[src/core/cps_pkg.sv]
// package: constants, register map and carriers for the charger power-up sequencer
package cps_pkg;
	// ----------------------------------------
	// clock and time
	// ----------------------------------------
	localparam int unsigned CLK_HZ         = 125000000;
	localparam int unsigned CLK_KHZ        = CLK_HZ / 1000;
	localparam longint unsigned POORSRC_MS     = 30;
	localparam longint unsigned RETRY_S        = 2;
	localparam longint unsigned DGL_MS         = 30;
	localparam longint unsigned TOPOFF_MIN     = 30;
	localparam longint unsigned SAFETY_LONG_HR = 20;
	localparam longint unsigned SAFETY_SHORT_HR = 10;
	localparam longint unsigned SHIP_EXIT_MIN_MS = 900;
	localparam longint unsigned SHIP_EXIT_MAX_MS = 1300;
	localparam longint unsigned FULL_RST_MIN_S  = 8;
	localparam longint unsigned FULL_RST_MAX_S  = 12;
	localparam longint unsigned SW_OFF_MIN_MS   = 250;
	localparam longint unsigned SW_OFF_MAX_MS   = 400;
	localparam longint unsigned SHIP_DLY_MIN_S  = 10;
	localparam longint unsigned SHIP_DLY_MAX_S  = 15;
	localparam longint unsigned WDT_S          = 160;
	localparam longint unsigned BIAS_DLY_MS    = 220;
	localparam longint unsigned DIG_KHZ        = 500;
	localparam longint unsigned LP_KHZ         = 30;
	localparam longint unsigned ALERT_US       = 256;
	// one tick per millisecond of the 125 MHz system clock
	localparam int unsigned MS_CYC    = CLK_KHZ;
	localparam int unsigned MS_W      = 32;
	localparam longint unsigned POORSRC_TICKS  = POORSRC_MS;
	localparam longint unsigned RETRY_TICKS    = RETRY_S * 1000;
	localparam longint unsigned DGL_TICKS      = DGL_MS;
	localparam longint unsigned TOPOFF_TICKS   = TOPOFF_MIN * 60000;
	localparam longint unsigned SAFE_L_TICKS   = SAFETY_LONG_HR * 3600000;
	localparam longint unsigned SAFE_S_TICKS   = SAFETY_SHORT_HR * 3600000;
	localparam longint unsigned SHIP_EXIT_TICKS = (SHIP_EXIT_MIN_MS + SHIP_EXIT_MAX_MS) / 2;
	localparam longint unsigned FULL_RST_TICKS  = (FULL_RST_MIN_S + FULL_RST_MAX_S) * 500;
	localparam longint unsigned SW_OFF_TICKS    = (SW_OFF_MIN_MS + SW_OFF_MAX_MS) / 2;
	localparam longint unsigned SHIP_DLY_TICKS  = (SHIP_DLY_MIN_S + SHIP_DLY_MAX_S) * 500;
	localparam longint unsigned WDT_TICKS      = WDT_S * 1000;
	localparam longint unsigned BIAS_DLY_TICKS = BIAS_DLY_MS;
	localparam int unsigned ALERT_CYC = int'((ALERT_US * CLK_KHZ + 999) / 1000);
	// digital clock dividers: system cycles per half period
	localparam int unsigned DIG_HALF  = int'(CLK_KHZ / (2 * DIG_KHZ));
	localparam int unsigned LP_HALF   = int'(CLK_KHZ / (2 * LP_KHZ));
	// ----------------------------------------
	// register map (byte addresses)
	// ----------------------------------------
	localparam logic [7:0] A_CTRL   = 8'h00;
	localparam logic [7:0] A_ILIM   = 8'h04;
	localparam logic [7:0] A_VLIM   = 8'h08;
	localparam logic [7:0] A_STATUS = 8'h0C;
	localparam logic [7:0] A_WDT    = 8'h10;
	localparam logic [7:0] A_SHIP   = 8'h14;
	// ctrl bit positions
	localparam int unsigned C_HIZ    = 0;
	localparam int unsigned C_HOST   = 1;
	localparam int unsigned C_DET    = 2;
	localparam int unsigned C_TRACK  = 3;
	localparam int unsigned C_SAFE20 = 4;
	localparam int unsigned C_TOPOFF = 5;
	localparam int unsigned C_SWDIS  = 7;
	localparam logic [1:0] TOPOFF_30 = 2'h2;
	// reset values, limit codes and input type codes
	localparam logic [7:0] ILIM_RST  = 8'h04;
	localparam logic [7:0] ILIM_500  = 8'h04;
	localparam logic [7:0] ILIM_2400 = 8'h17;
	localparam logic [7:0] ILIM_200  = 8'h01;
	localparam logic [7:0] VLIM_RST  = 8'h06;
	localparam logic [2:0] TYPE_USB  = 3'h1;
	localparam logic [2:0] TYPE_ADP  = 3'h3;
	localparam logic [2:0] TYPE_NONE = 3'h0;

	typedef enum logic [2:0] {S_IDLE, S_BIAS, S_QUAL, S_WAIT, S_DET, S_VLIM, S_RUN} cps_seq_t;
	typedef enum logic [2:0] {B_ON, B_DLY, B_SHIP, B_RST} cps_bsw_t;

	typedef struct packed {
		logic in_ok;
		logic sleep_ok;
		logic src_ok;
		logic src_sel;
		logic term;
		logic rechg;
		logic ocp;
		logic sys_short;
		logic chg_en;
		logic [7:0] vbat_lim;
	} cps_ana_t;

	typedef struct packed {
		logic       bias_en;
		logic       block_sw;
		logic       qual_load;
		logic       conv_en;
		logic       batt_sw;
		logic       front_good;
		logic [7:0] ilim_eff;
		logic [7:0] vlim_eff;
		logic       chg_done;
		logic       safety_fault;
		logic       wdt_expired;
		logic       lp_clk;
		logic       dig_clk;
	} cps_ctl_t;
endpackage

[src/core/cps_top.sv]
// charger power-up sequencer: sequence, timers, button, watchdog and register port
//
// The placing of the registers and the plain strobed port were decided locally.
`timescale 1ns/100ps
// Functional notes
// RL1: load input and qualify source for 30 ms before continuing power-up.
// RL2: on failed qualification retry every 2 seconds until source passes.
// RL3: deglitch termination and recharge conditions for 30 ms.
// RL4: top-off select 10 runs a 30 minute top-off period.
// RL5: safety timer selectable between 20 hours and 10 hours.
// RL6: button low 0.9 to 1.3 s turns battery switch on, leaves ship.
// RL7: button low 8 to 12 s starts full reset cycling battery switch.
// RL8: full reset holds battery switch off 250 to 400 ms.
// RL9: ship request waits 10 to 15 s before switch off.
// RL10: digital clock 500 kHz, 30 kHz low-power clock with bias off.
// RL11: watchdog times out after 160 s unless host services it.
// RL12: power-on reset returns registers to defaults and opens host port.
// RL13: overcurrent opens battery switch, sets disable bit until input returns; a button exit press also closes the switch and clears the bit.
// RL14: attach steps bias, qualification, type detect, voltage limit, converter.
// RL15: bias regulator on only with input good, sleep ok, 220 ms elapsed.
// RL16: high impedance enable turns off blocking switch and bias, battery powers.
// RL17: passing qualification sets input good status and pulses alert.
// RL18: select high gives 500 mA type 001, low gives 2.4 A type 011.
// RL19: detection done drives front-end good, power good, loads limit, alerts.
// RL20: default mode tracks select pin; host mode needs detection enable.
// RL21: voltage limit 4.5 V default; tracking takes greater of limit and battery.
// RL22: soft start clamps input current to lesser of 200 mA and limit.
// RL23: completed charge cycle pulses host alert.
// RL24: each alert is one fixed-length active-low pulse from a counter.
module cps_top #(
	parameter longint unsigned RETRY_T  = cps_pkg::RETRY_TICKS,
	parameter longint unsigned TOPOFF_T = cps_pkg::TOPOFF_TICKS,
	parameter longint unsigned SAFE_L_T = cps_pkg::SAFE_L_TICKS,
	parameter longint unsigned SAFE_S_T = cps_pkg::SAFE_S_TICKS,
	parameter longint unsigned EXIT_T   = cps_pkg::SHIP_EXIT_TICKS,
	parameter longint unsigned FRST_T   = cps_pkg::FULL_RST_TICKS,
	parameter longint unsigned SHIP_T   = cps_pkg::SHIP_DLY_TICKS,
	parameter longint unsigned WDT_T    = cps_pkg::WDT_TICKS,
	parameter int unsigned     MS_C     = cps_pkg::MS_CYC
) (
	input  wire logic              i_clk_sys,
	input  wire logic              i_rst,
	input  wire cps_pkg::cps_ana_t i_ana,
	input  wire logic              i_ship_exit_button_n,
	input  wire logic [7:0]        i_addr,
	input  wire logic [7:0]        i_wdata,
	input  wire logic              i_wr,
	input  wire logic              i_rd,
	output logic [7:0]             o_rdata,
	output cps_pkg::cps_ctl_t      o_ctl,
	output logic                   o_alert_n
);
	import cps_pkg::*;

	// ----------------------------------------
	// state
	// ----------------------------------------
	typedef struct packed {
		cps_ana_t   s1;
		cps_ana_t   s2;
		logic       b1;
		logic       b2;
		logic [31:0] pre;
		logic       tick;
		cps_seq_t   seq;
		logic [MS_W-1:0] seq_t;
		cps_bsw_t   bsw;
		logic [MS_W-1:0] bsw_t;
		logic [MS_W-1:0] btn_t;
		logic       btn_exit_done;
		logic [MS_W-1:0] term_t;
		logic [MS_W-1:0] rech_t;
		logic       charging;
		logic       topoff;
		logic [MS_W-1:0] chg_t;
		logic [7:0] ctrl;
		logic [7:0] ilim;
		logic [7:0] vlim;
		logic       in_good;
		logic       pwr_good;
		logic [2:0] in_type;
		logic       safety_fault;
		logic       chg_done;
		logic [MS_W-1:0] wdt_t;
		logic       wdt_exp;
		logic       ship_req;
		logic [7:0] rdata;
		logic [15:0] alert_t;
		logic       alert_q;
		logic [15:0] dig_t;
		logic       dig_clk;
	} cps_st_t;

	cps_st_t st;
	cps_st_t next_st;
	cps_ana_t a;
	logic btn_low;
	logic [7:0] track_v;
	logic [7:0] wsel;

	assign a       = st.s2;
	assign btn_low = ~st.b2;

	always_comb begin
		next_st = st;
		// inputs pass two flops before use
		next_st.s1 = i_ana;
		next_st.s2 = st.s1;
		next_st.b1 = i_ship_exit_button_n;
		next_st.b2 = st.b1;
		// millisecond prescaler for all long timers
		next_st.tick = 1'b0;
		if (st.pre == 32'(MS_C - 1)) begin
			next_st.pre  = 32'h0;
			next_st.tick = 1'b1;
		end else begin
			next_st.pre = st.pre + 32'h1;
		end
		if (st.alert_t != 16'h0) begin
			next_st.alert_t = st.alert_t - 16'h1;
		end
		// alerts queue one deep; launching before the events lets a same-cycle event wait its turn
		if (st.alert_q && st.alert_t == 16'h0) begin
			next_st.alert_t = 16'(ALERT_CYC * 2); // RL24
			next_st.alert_q = 1'b0;
		end

		// ----------------------------------------
		// power-up sequence
		// ----------------------------------------
		if (st.tick) begin
			next_st.seq_t = st.seq_t + 32'h1;
		end
		if (!a.in_ok || st.ctrl[C_HIZ]) begin
			next_st.seq      = S_IDLE; // RL16
			next_st.seq_t    = 32'h0;
			next_st.in_good  = 1'b0;
			next_st.pwr_good = 1'b0;
			next_st.in_type  = TYPE_NONE;
		end else begin
			unique case (st.seq)
				S_IDLE: begin
					next_st.seq   = S_BIAS; // RL14
					next_st.seq_t = 32'h0;
				end
				S_BIAS: begin
					if (!a.sleep_ok) begin
						next_st.seq_t = 32'h0;
					end else if (st.seq_t >= 32'(BIAS_DLY_TICKS)) begin
						next_st.seq   = S_QUAL; // RL15
						next_st.seq_t = 32'h0;
					end
				end
				S_QUAL: begin
					if (st.seq_t >= 32'(POORSRC_TICKS)) begin // RL1
						next_st.seq_t = 32'h0;
						if (a.src_ok) begin
							next_st.seq     = S_DET;
							next_st.in_good = 1'b1; // RL17
							next_st.alert_q = 1'b1;
						end else begin
							next_st.seq = S_WAIT;
						end
					end
				end
				S_WAIT: begin
					if (st.seq_t >= 32'(RETRY_T)) begin
						next_st.seq   = S_QUAL; // RL2
						next_st.seq_t = 32'h0;
					end
				end
				S_DET: begin
					next_st.in_type  = a.src_sel ? TYPE_USB : TYPE_ADP; // RL18
					next_st.ilim     = a.src_sel ? ILIM_500 : ILIM_2400; // RL19
					next_st.pwr_good = 1'b1;
					next_st.alert_q  = 1'b1;
					next_st.seq      = S_VLIM;
				end
				S_VLIM: next_st.seq = S_RUN;
				S_RUN: begin
					// pin tracking in default mode; host mode waits for enable
					if (!st.ctrl[C_HOST] || st.ctrl[C_DET]) begin // RL20
						next_st.ilim    = a.src_sel ? ILIM_500 : ILIM_2400;
						next_st.in_type = a.src_sel ? TYPE_USB : TYPE_ADP;
					end
				end
			endcase
		end

		// ----------------------------------------
		// charge timers and deglitch
		// ----------------------------------------
		if (st.tick) begin
			next_st.term_t = a.term ? st.term_t + 32'h1 : 32'h0;
			next_st.rech_t = a.rechg ? st.rech_t + 32'h1 : 32'h0;
			next_st.chg_t  = st.chg_t + 32'h1;
		end
		if (!st.charging) begin
			if (st.seq == S_RUN && a.chg_en && !st.safety_fault && !st.chg_done) begin
				next_st.charging = 1'b1;
				next_st.chg_t    = 32'h0;
			end
			if (st.chg_done && st.rech_t >= 32'(DGL_TICKS)) begin // RL3
				next_st.chg_done = 1'b0;
			end
		end else if (st.seq != S_RUN || !a.chg_en) begin
			next_st.charging = 1'b0;
			next_st.topoff   = 1'b0;
		end else if (st.topoff) begin
			if (st.chg_t >= 32'(TOPOFF_T)) begin // RL4
				next_st.charging = 1'b0;
				next_st.topoff   = 1'b0;
				next_st.chg_done = 1'b1;
				next_st.alert_q  = 1'b1; // RL23
			end
		end else if (st.term_t >= 32'(DGL_TICKS)) begin // RL3
			if (st.ctrl[C_TOPOFF+1 -: 2] == TOPOFF_30) begin
				next_st.topoff = 1'b1;
				next_st.chg_t  = 32'h0;
			end else begin
				next_st.charging = 1'b0;
				next_st.chg_done = 1'b1;
				next_st.alert_q  = 1'b1; // RL23
			end
		end else if (st.chg_t >= (st.ctrl[C_SAFE20] ? 32'(SAFE_L_T) : 32'(SAFE_S_T))) begin // RL5
			next_st.charging     = 1'b0;
			next_st.safety_fault = 1'b1;
		end
		if (st.seq == S_IDLE) begin
			next_st.chg_done     = 1'b0;
			next_st.safety_fault = 1'b0;
		end

		// ----------------------------------------
		// battery switch and button
		// ----------------------------------------
		if (st.tick) begin
			next_st.bsw_t = st.bsw_t + 32'h1;
			next_st.btn_t = btn_low ? st.btn_t + 32'h1 : 32'h0;
		end
		if (!btn_low) begin
			next_st.btn_exit_done = 1'b0;
		end
		unique case (st.bsw)
			B_ON: begin
				if (a.ocp) begin
					next_st.bsw = B_SHIP;
					next_st.ctrl[C_SWDIS] = 1'b1; // RL13
				end else if (st.ship_req) begin
					next_st.bsw   = B_DLY;
					next_st.bsw_t = 32'h0;
				end else if (st.btn_t >= 32'(FRST_T) && !st.btn_exit_done) begin
					// the exit press must not run on into a full reset
					next_st.bsw   = B_RST; // RL7
					next_st.bsw_t = 32'h0;
				end
			end
			B_DLY: begin
				if (st.bsw_t >= 32'(SHIP_T)) begin
					next_st.bsw = B_SHIP; // RL9
					next_st.ctrl[C_SWDIS] = 1'b1;
				end
			end
			B_SHIP: begin
				if ((btn_low && st.btn_t >= 32'(EXIT_T)) || a.in_ok) begin
					next_st.bsw = B_ON; // RL6
					next_st.btn_exit_done = 1'b1;
					next_st.ctrl[C_SWDIS] = 1'b0; // RL13
				end
			end
			B_RST: begin
				if (st.bsw_t >= 32'(SW_OFF_TICKS)) begin
					next_st.bsw = B_ON; // RL8
				end
			end
		endcase
		// a ship request is spent once the switch leaves the on state
		if (st.bsw != B_ON) begin
			next_st.ship_req = 1'b0;
		end

		// ----------------------------------------
		// watchdog
		// ----------------------------------------
		if (st.tick && !st.wdt_exp) begin
			next_st.wdt_t = st.wdt_t + 32'h1;
		end
		if (st.wdt_t >= 32'(WDT_T) && !st.wdt_exp) begin
			next_st.wdt_exp = 1'b1; // RL11
			next_st.ctrl    = {next_st.ctrl[C_SWDIS], 7'h0};
			next_st.ilim    = ILIM_RST;
			next_st.vlim    = VLIM_RST;
		end

		// ----------------------------------------
		// register port
		// ----------------------------------------
		wsel = i_wdata;
		next_st.rdata = 8'h0;
		if (i_wr) begin
			unique case (i_addr)
				// a hardware set in this cycle outlasts a software clear
				A_CTRL: next_st.ctrl = {next_st.ctrl[C_SWDIS] & (wsel[C_SWDIS] | ~st.ctrl[C_SWDIS]), wsel[6:0]};
				A_ILIM: next_st.ilim = wsel;
				A_VLIM: next_st.vlim = wsel;
				A_WDT: begin
					next_st.wdt_t   = 32'h0;
					next_st.wdt_exp = next_st.wdt_exp & ~st.wdt_exp;
				end
				A_SHIP: next_st.ship_req = wsel[0];
				default: ;
			endcase
		end
		if (i_rd) begin
			unique case (i_addr)
				A_CTRL:   next_st.rdata = st.ctrl;
				A_ILIM:   next_st.rdata = st.ilim;
				A_VLIM:   next_st.rdata = st.vlim;
				A_STATUS: next_st.rdata = {st.wdt_exp, st.safety_fault, st.chg_done, st.pwr_good,
				                           st.in_good, st.in_type};
				A_WDT:    next_st.rdata = {7'h0, st.wdt_exp};
				A_SHIP:   next_st.rdata = {5'h0, st.bsw};
				default:  next_st.rdata = 8'h0;
			endcase
		end

		// ----------------------------------------
		// digital clock: fast with bias on, slow otherwise
		// ----------------------------------------
		if (st.dig_t >= (o_ctl.bias_en ? 16'(DIG_HALF - 1) : 16'(LP_HALF - 1))) begin // RL10
			next_st.dig_t   = 16'h0;
			next_st.dig_clk = ~st.dig_clk;
		end else begin
			next_st.dig_t = st.dig_t + 16'h1;
		end
	end

	always_ff @(posedge i_clk_sys) begin
		if (i_rst) begin
			st      <= '0; // RL12
			st.ilim <= ILIM_RST;
			st.vlim <= VLIM_RST; // RL21
			st.seq  <= S_IDLE;
			st.bsw  <= B_ON;
			st.b1   <= 1'b1;
			st.b2   <= 1'b1;
		end else begin
			st <= next_st;
		end
	end

	// ----------------------------------------
	// outputs
	// ----------------------------------------
	always_comb begin
		track_v = a.vbat_lim;
		o_ctl              = '0;
		o_ctl.bias_en      = st.seq != S_IDLE && st.seq != S_BIAS; // RL15 RL16
		o_ctl.block_sw     = o_ctl.bias_en; // RL16
		o_ctl.qual_load    = st.seq == S_QUAL; // RL1
		o_ctl.conv_en      = st.seq == S_RUN; // RL14
		o_ctl.batt_sw      = st.bsw == B_ON || st.bsw == B_DLY;
		o_ctl.front_good   = st.pwr_good; // RL19
		o_ctl.ilim_eff     = (a.sys_short && st.ilim > ILIM_200) ? ILIM_200 : st.ilim; // RL22
		o_ctl.vlim_eff     = (st.ctrl[C_TRACK] && track_v > st.vlim) ? track_v : st.vlim; // RL21
		o_ctl.chg_done     = st.chg_done;
		o_ctl.safety_fault = st.safety_fault;
		o_ctl.wdt_expired  = st.wdt_exp;
		o_ctl.lp_clk       = !o_ctl.bias_en;
		o_ctl.dig_clk      = st.dig_clk;
	end
	assign o_rdata   = st.rdata;
	assign o_alert_n = !(st.alert_t > 16'(ALERT_CYC)); // RL24

	// ----------------------------------------
	// checks
	// ----------------------------------------
	property p_qual_to_good;
		@(posedge i_clk_sys) disable iff (i_rst)
		$rose(st.in_good) |-> $past(st.seq) == S_QUAL && $past(st.seq_t) >= 32'(POORSRC_TICKS);
	endproperty
	a_qual_to_good: assert property (p_qual_to_good) else $error("input good without qualification"); // RL1
	property p_retry;
		@(posedge i_clk_sys) disable iff (i_rst)
		(st.seq == S_WAIT && next_st.seq == S_QUAL && a.in_ok && !st.ctrl[C_HIZ]) |-> st.seq_t >= 32'(RETRY_T);
	endproperty
	a_retry: assert property (p_retry) else $error("retry left early"); // RL2
	property p_hiz;
		@(posedge i_clk_sys) disable iff (i_rst)
		st.ctrl[C_HIZ] |=> !o_ctl.bias_en && !o_ctl.block_sw;
	endproperty
	a_hiz: assert property (p_hiz) else $error("bias on in high impedance"); // RL16
	property p_type;
		@(posedge i_clk_sys) disable iff (i_rst)
		$past(st.seq) == S_DET && st.seq == S_VLIM |-> st.in_type == ($past(a.src_sel) ? TYPE_USB : TYPE_ADP);
	endproperty
	a_type: assert property (p_type) else $error("wrong input type"); // RL18
	property p_clamp;
		@(posedge i_clk_sys) disable iff (i_rst)
		a.sys_short |-> o_ctl.ilim_eff <= ILIM_200 && o_ctl.ilim_eff <= st.ilim;
	endproperty
	a_clamp: assert property (p_clamp) else $error("soft start clamp broken"); // RL22
	property p_ocp;
		@(posedge i_clk_sys) disable iff (i_rst)
		st.bsw == B_ON && a.ocp |=> !o_ctl.batt_sw && st.ctrl[C_SWDIS];
	endproperty
	a_ocp: assert property (p_ocp) else $error("overcurrent not handled"); // RL13
	property p_rst_off;
		@(posedge i_clk_sys) disable iff (i_rst)
		$fell(o_ctl.batt_sw) && st.bsw == B_RST |=> !o_ctl.batt_sw [*8];
	endproperty
	a_rst_off: assert property (p_rst_off) else $error("reset off time too short"); // RL8
	property p_alert;
		@(posedge i_clk_sys) disable iff (i_rst)
		$fell(o_alert_n) |=> !o_alert_n [*8];
	endproperty
	a_alert: assert property (p_alert) else $error("alert pulse too short"); // RL24
	c_run: cover property (@(posedge i_clk_sys) disable iff (i_rst) st.seq == S_RUN);
	c_wait: cover property (@(posedge i_clk_sys) disable iff (i_rst) st.seq == S_WAIT);
	c_done: cover property (@(posedge i_clk_sys) disable iff (i_rst) $rose(st.chg_done));
	c_frst: cover property (@(posedge i_clk_sys) disable iff (i_rst) st.bsw == B_RST);
endmodule

[config.mk]
export PLATFORM = sky130hd
export DESIGN_NAME = cps_top
export DESIGN_NICKNAME = d
export VERILOG_FILES = /design/src/core/cps_pkg.sv /design/src/core/cps_top.sv
export SDC_FILE = /design/constraint.sdc
export NUM_CORES = 1
export LEC_CHECK = 0
export BUFFER_PORTS_ARGS = -buffer_cell sky130_fd_sc_hd__clkbuf_2
export CORE_ASPECT_RATIO = 2
export CORE_MARGIN = 4
export CORE_UTILIZATION = 62
export CTS_CLUSTER_SIZE = 14
export DETAILED_ROUTE_END_ITERATION = 16
export MAX_ROUTING_LAYER = met4
export PLACE_DENSITY = 0.8
export SLEW_MARGIN = 20
export SYNTH_ARGS = -nofsm -noshare
export SYNTH_HDL_FRONTEND = slang
export SYNTH_SLANG_ARGS = --single-unit
[constraint.sdc]
create_clock -name i_clk_sys -period 2.7 [get_ports i_clk_sys]
set_input_delay 0.27 -clock i_clk_sys [delete_from_list [all_inputs] [get_ports i_clk_sys]]
set_output_delay 0.27 -clock i_clk_sys [all_outputs]
set_load 0.02 [all_outputs]
==> flow_summary_export.csv, run 1 <==
group,metric,value,unit
outcome,outcome,"finished clean",
sta,finalHoldWorstSlack,22.7,ps
logic_synthesis,synth-seq-area-share,0.433,
clocking,ctsLongestPathBuffers,3,
global_routing,antenna_found_initial,2,
critical_path,critPathKind,"flop to output port",
power,p_per_area,589,mW/mm²
critical_path,cp_max_fo,6,
die,die_y,245,µm
finish,post-route-util,0.715,
logic_synthesis,synth_top_area_frac,0.433,
logic_synthesis,synth_cell_types,72,
placed_design,dpl_cell_area,0.0182,mm²
hold_path,min-delay-start,"i_wdata[4]",
power,power.share.switching,0.244,
power,irDropWorstVdd,521,µV
sta,worstMarginPinSlew,781,ps
global_routing,grt_pass1_vias,15000,
critical_path,end_kind,"output port",
logic_synthesis,synth-main-ff-cell,"dfxtp_1",
finish,area_growth,13.5,%
critical_path,cp.arrival,2420,ps
power,p_clk_frac,0.405,
logic_synthesis,ys_ff_latch,375,
clocking,cts.sinks,375,
sta,fmax,0.372,GHz
placed_design,dp_hpwl,29400,µm
clocking,clk_latency,540,ps
global_routing,gr-total-overflow,0,
routing,finalWirelength,41100,µm
power,p_leak,7.27,nW
clocking,cts_tree,"built",
finish,fill_cells,2136,
clocking,clk_pin_slew_worst_paths,60,ps
routing,ant_nets,0,
global_routing,grt_pass1_wl,68900,µm
logic_synthesis,yosys.cell_count.top_type,"dfxtp_1",
critical_path,required,2430,ps
critical_path,timing.rr.start,"st[23]",
sta,setup_viol,0,
placed_design,gp_congestion,0.922,
clocking,cts_made_buffers,35,
critical_path,start_kind,"flop",
critical_path,path_buf_inv,2,
placed_design,io_buffers,73,
power,internal_power,8.77,mW
die,std_cell_rows,86,
critical_path,cp_slowest_cell,"dfxtp_1",
flow_run,cap_violations,0,
clocking,htree_levels,2,
power,p_sw,2.84,mW
sta,skew,11.1,ps
logic_synthesis,syn_inst,2031,
die,start_util,0.630,
placed_design,dp_slack,355,ps
sta,worst_slack,9.83,ps
sta,period_share,0.996,
sta,slew_headroom,0.475,
routing,avgViaCountPerCell,5.89,
power,power,11.6,mW
critical_path,path_cells,"ha_1 > nor2b_1 > o21ai_1 > nand2b_1 > o221ai_2 > buf_6 > mux2_4 > buf_8",
finish,drive_gt1_frac,0.106,
logic_synthesis,ys_top_cells_by_area,"dfxtp_1, nor2_1, xor2_1, xnor2_1, ha_1",
logic_synthesis,synth_common_cells,"dfxtp_1, nor2_1, xor2_1",
die,dieArea,0.0309,mm²
die,core-area,0.0275,mm²
critical_path,crit_family,"flip-flops",
routing,dr.pass1.iters,5,
power,comb_power_share,0.092,
power,pwr-share-seq,0.503,
sta,hold_violations,0,
global_routing,grt_start_max_net_pins,55,
routing,via_count,14800,
critical_path,max_stage_delay,350,ps
hold_path,hp-class,"input port to flop",
die,io_pins,74,
logic_synthesis,avgSynthCellArea,8.55,µm²
logic_synthesis,synth_edf_count,0,
routing,wire_per_inst,16.4,µm
logic_synthesis,async_flop_share,0,
sta,drv_slew,0,
finish,final_area,0.0197,mm²
critical_path,critPathLaunch,"track_v[6]",
finish,fin_nets,2216,
sta,layout_min_cycle_time,2690,ps
clocking,root_buffer,"clkbuf_16",
logic_synthesis,ys_warn_count,0,
logic_synthesis,syn_area,0.0174,mm²
routing,drcViolationCount,0,
routing,initialDrtViolationCount,734,
logic_synthesis,synth_top_cell_by_area,"dfxtp_1",
sta,rsz0062_at_grt,"yes",
global_routing,grt_usage,0.272,
die,die_w,126,µm
final timing paths:
check	end	depth (start not counted)	slack, ps
max	o_ctl[10]	8	10
min	st[87]	3	20
max reg2reg	st[31]	7	280
min reg2reg	st[341]	1	420
area by class of cell:
type / instances / area (µm²) / area share
Tap cell: 352 / 440 / 0.0224
Multi-Input combinational cell: 1524 / 9430 / 0.479
Inverter: 58 / 218 / 0.0111
Antenna cell: 2 / 5.00 / 0.000254
Timing Repair Buffer: 137 / 1020 / 0.0516
Sequential cell: 375 / 7520 / 0.382
Clock buffer: 49 / 1010 / 0.0512
Clock inverter: 10 / 63.8 / 0.00324
state kept, by name, indices dropped and copies added, names as in the netlist:
| signal | count |
|---|---|
| a | 9 |
| st | 327 |
| track_v | 8 |
| next_st | 18 |
| o_ctl | 5 |
| o_rdata | 8 |
power groups by stage:
stage	Combinational (mW)	Clock, mW	Sequential (mW)
2_1_floorplan	0.737	0	5.90
3_3_place_gp	0.901	0	5.93
3_5_place_dp	0.927	0	5.94
4_1_cts	1.01	4.79	5.82
5_1_grt	1.18	4.97	5.85
6_report	1.07	4.71	5.84
repair_timing:
action                     4_1_cts  5_1_grt
setup endpoints to repair        9        9
hold endpoints to repair        25        0
hold buffers                    21        0
resized for setup               37       24
buffers inserted                 0        2
pin swaps                        6        9
worst min-delay path, cell delays in order:
cell and delay, ps:
clkbuf_2 120, nand2_1 60, a21oi_1 50
through the flow:
step,cells,TNS [ps]
6_report,2507,0
5_1_grt,2507,-395
4_1_cts,2503,-664
3_5_place_dp,2423,0
3_3_place_gp,2423,0
2_1_floorplan,2033,0
per-layer routing:
metal,part of all wire,vias up,GRT usage
met5,0,-,-
met4,0.061,0,0.155
met3,0.040,155,0.0422
met2,0.53,385,0.496
met1,0.37,7039,0.272
li1,-,7198,-
cells in the final DEF (no fill, tap or decap), drive strengths merged, types with 17 or more instances in the layout:
master	Yosys	final
dfxtp	375	375
nor2	359	359
xor2	151	151
nand2	143	143
nand3	116	116
clkbuf	49	112
xnor2	95	95
nand4	82	82
inv	58	61
nor2b	57	57
a21oi	57	57
nor4	55	55
buf	27	53
o21ai	49	49
ha	47	47
nor3	45	45
and3	40	40
or3	29	29
dlygate4sd3	0	21
or4	21	21
and4	20	20
a211oi	17	17
cell families after synthesis:
group	share of synthesized area
buf+inv	0.0326
fa+ha+maj	0.0339
flops	0.433
xor+xnor	0.124
mux	0.0182
simple gates	0.294
other cells	0.000216
compound gates	0.0648
Power figures use the tool's default switching activity.
==> run 2: changes to the inputs <==
--- a/config.mk
+++ b/config.mk
@@ -6,7 +6,7 @@
 export NUM_CORES = 1
 export LEC_CHECK = 0
 export BUFFER_PORTS_ARGS = -buffer_cell sky130_fd_sc_hd__clkbuf_2
-export CORE_ASPECT_RATIO = 2
+export CORE_ASPECT_RATIO = 1.1
 export CORE_MARGIN = 4
 export CORE_UTILIZATION = 62
 export CTS_CLUSTER_SIZE = 14
==> flow_summary_export.csv, run 2 (synthesis results as in run 1) <==
group,metric,value,unit
global_routing,grt.met2_usage,0.442,
clocking,root_buffer,"clkbuf_16",
sta,finalHoldWorstSlack,13.6,ps
placed_design,dp_hpwl,28000,µm
critical_path,path_cells,"inv_2 > ha_4 > a21oi_2 > nor2b_1 > o21ai_1 > nand2b_1 > o221ai_2 > buf_6 > mux2_4 > buf_8",
power,power,12.0,mW
critical_path,cp_max_fo,7,
sta,layout_min_cycle_time,2760,ps
hold_path,min_path_cells,2,
finish,final_common_cell,"dfxtp_1",
power,comb_power_share,0.089,
sta,worst_slack,-58.2,ps
global_routing,top_usage_layer,"met2",
finish,final_area,0.0198,mm²
finish,regMostFlops,"st",
placed_design,placed_cells,2432,
die,start_util,0.636,
outcome,violations,"setup timing",
routing,wire_per_inst,16.3,µm
placed_design,dp_slack,282,ps
routing,initialDrtViolationCount,1017,
power,p_per_area,609,mW/mm²
critical_path,critPathKind,"flop to output port",
die,io_pins,74,
clocking,cts.sinks,375,
critical_path,cp_slowest_cell,"dfxtp_4",
sta,hold_violations,0,
flow_run,cap_violations,0,
finish,drive_gt1_frac,0.109,
finish,post-route-util,0.725,
clocking,cts_made_buffers,39,
global_routing,antenna_found_initial,5,
sta,worstMarginPinSlew,686,ps
routing,via_count,14800,
hold_path,hp-class,"input port to flop",
routing,avgViaCountPerCell,5.87,
sta,fmax,0.363,GHz
die,die_y,183,µm
outcome,outcome,"finished with violations",
power,p_clk_frac,0.428,
sta,period_share,1.02,
finish,area_growth,13.9,%
power,p_leak,7.32,nW
die,core-area,0.0273,mm²
die,std_cell_rows,63,
die,dieArea,0.0307,mm²
sta,drv_slew,0,
global_routing,grt_pass1_wl,67500,µm
global_routing,grt_pass1_vias,14200,
finish,final_cells,2519,
critical_path,max_stage_delay,360,ps
routing,dr.pass1.iters,6,
global_routing,gr-total-overflow,0,
power,pwr-share-seq,0.484,
power,internal_power,9.18,mW
placed_design,dpl_cell_area,0.0182,mm²
routing,finalWirelength,41200,µm
critical_path,required,2430,ps
critical_path,start_kind,"flop",
power,p_sw,2.86,mW
routing,ant_nets,0,
clocking,cts_tree,"built",
finish,largest_reg_flops,327,
power,irDropWorstVdd,567,µV
critical_path,end_kind,"output port",
global_routing,grt_start_max_net_pins,43,
global_routing,grt_usage,0.265,
finish,layout_common_cells,"dfxtp_1, nor2_1, xor2_1, nand2_1, nand3_1",
power,power.share.switching,0.237,
die,die_w,168,µm
global_routing,gr-usage-met3,0.0428,
global_routing,use_met1,0.320,
clocking,htree_levels,2,
critical_path,reg2reg_depth,5,
sta,rsz0062_at_grt,"yes",
finish,fin_nets,2218,
critical_path,cp.arrival,2490,ps
clocking,ctsLongestPathBuffers,3,
sta,setup_tns,-321,ps
clocking,clk_latency,530,ps
clocking,clk_pin_slew_worst_paths,60,ps
sta,skew,15.4,ps
sta,setup_viol,7,
sta,slew_headroom,0.541,
placed_design,gp_congestion,0.910,
routing,drcViolationCount,0,
placed_design,io_buffers,73,
==> run 2: cell count changes in the layout (fill, tap and decap cells not counted), sizes merged <==
cell,previous run,this run
clkinv,6,8
clkinvlp,1,0
bufinv,0,1
clkbuf,112,120
inv,61,58
dlygate4sd3,21,14
buf,53,57
diode,2,5
==> run 2: worst paths after layout <==
| check | from | slack (ps) | end |
|---|---|---|---|
| max | st[88] | -60 | o_ctl[7] |
| min | i_ana[12] | 10 | next_st[355] |
| max reg2reg | st[211] | 250 | st[235] |
| min reg2reg | next_st[341] | 410 | st[341] |
==> run 2: what timing repair did <==
item,in CTS,in global routing
hold buffers,14,0
endpoints found under the hold margin,14,0
pin swaps,3,4
resized for setup,37,17
endpoints found under the setup margin,9,9
setup buffers,1,2
==> run 2: final cells by class <==
type | count | area [µm²]
Antenna cell | 5 | 12.5
Clock buffer | 56 | 1140
Clock inverter | 9 | 70.1
Fill cell | 2038 | 7510
Inverter | 58 | 218
Multi-Input combinational cell | 1524 | 9420
Sequential cell | 375 | 7520
Tap cell | 357 | 447
Timing Repair Buffer | 135 | 942
==> run 2: power groups by stage <==
stage                     registers, mW  clock network, mW  logic [mW]
after floorplan                    5.90                  0       0.737
after global placement             5.92                  0       0.918
after detailed placement           5.93                  0       0.949
after CTS                          5.81               5.21        1.01
after global routing               5.84               5.44        1.18
final                              5.82               5.15        1.07
==> run 2: critical path, delay by kind of cell (launching register included) <==
family	cells	cell delay, ps
compound gates	3	520
buf+inv	3	380
mux	1	330
simple gates	2	170
flops	1	360
fa+ha+maj	1	210
==> run 2: routing by layer <==
layer / vias up / wire length (µm)
li1: 7206 / -
met1: 7055 / 17400
met2: 397 / 19900
met3: 116 / 2140
met4: 0 / 1730
met5: - / 0
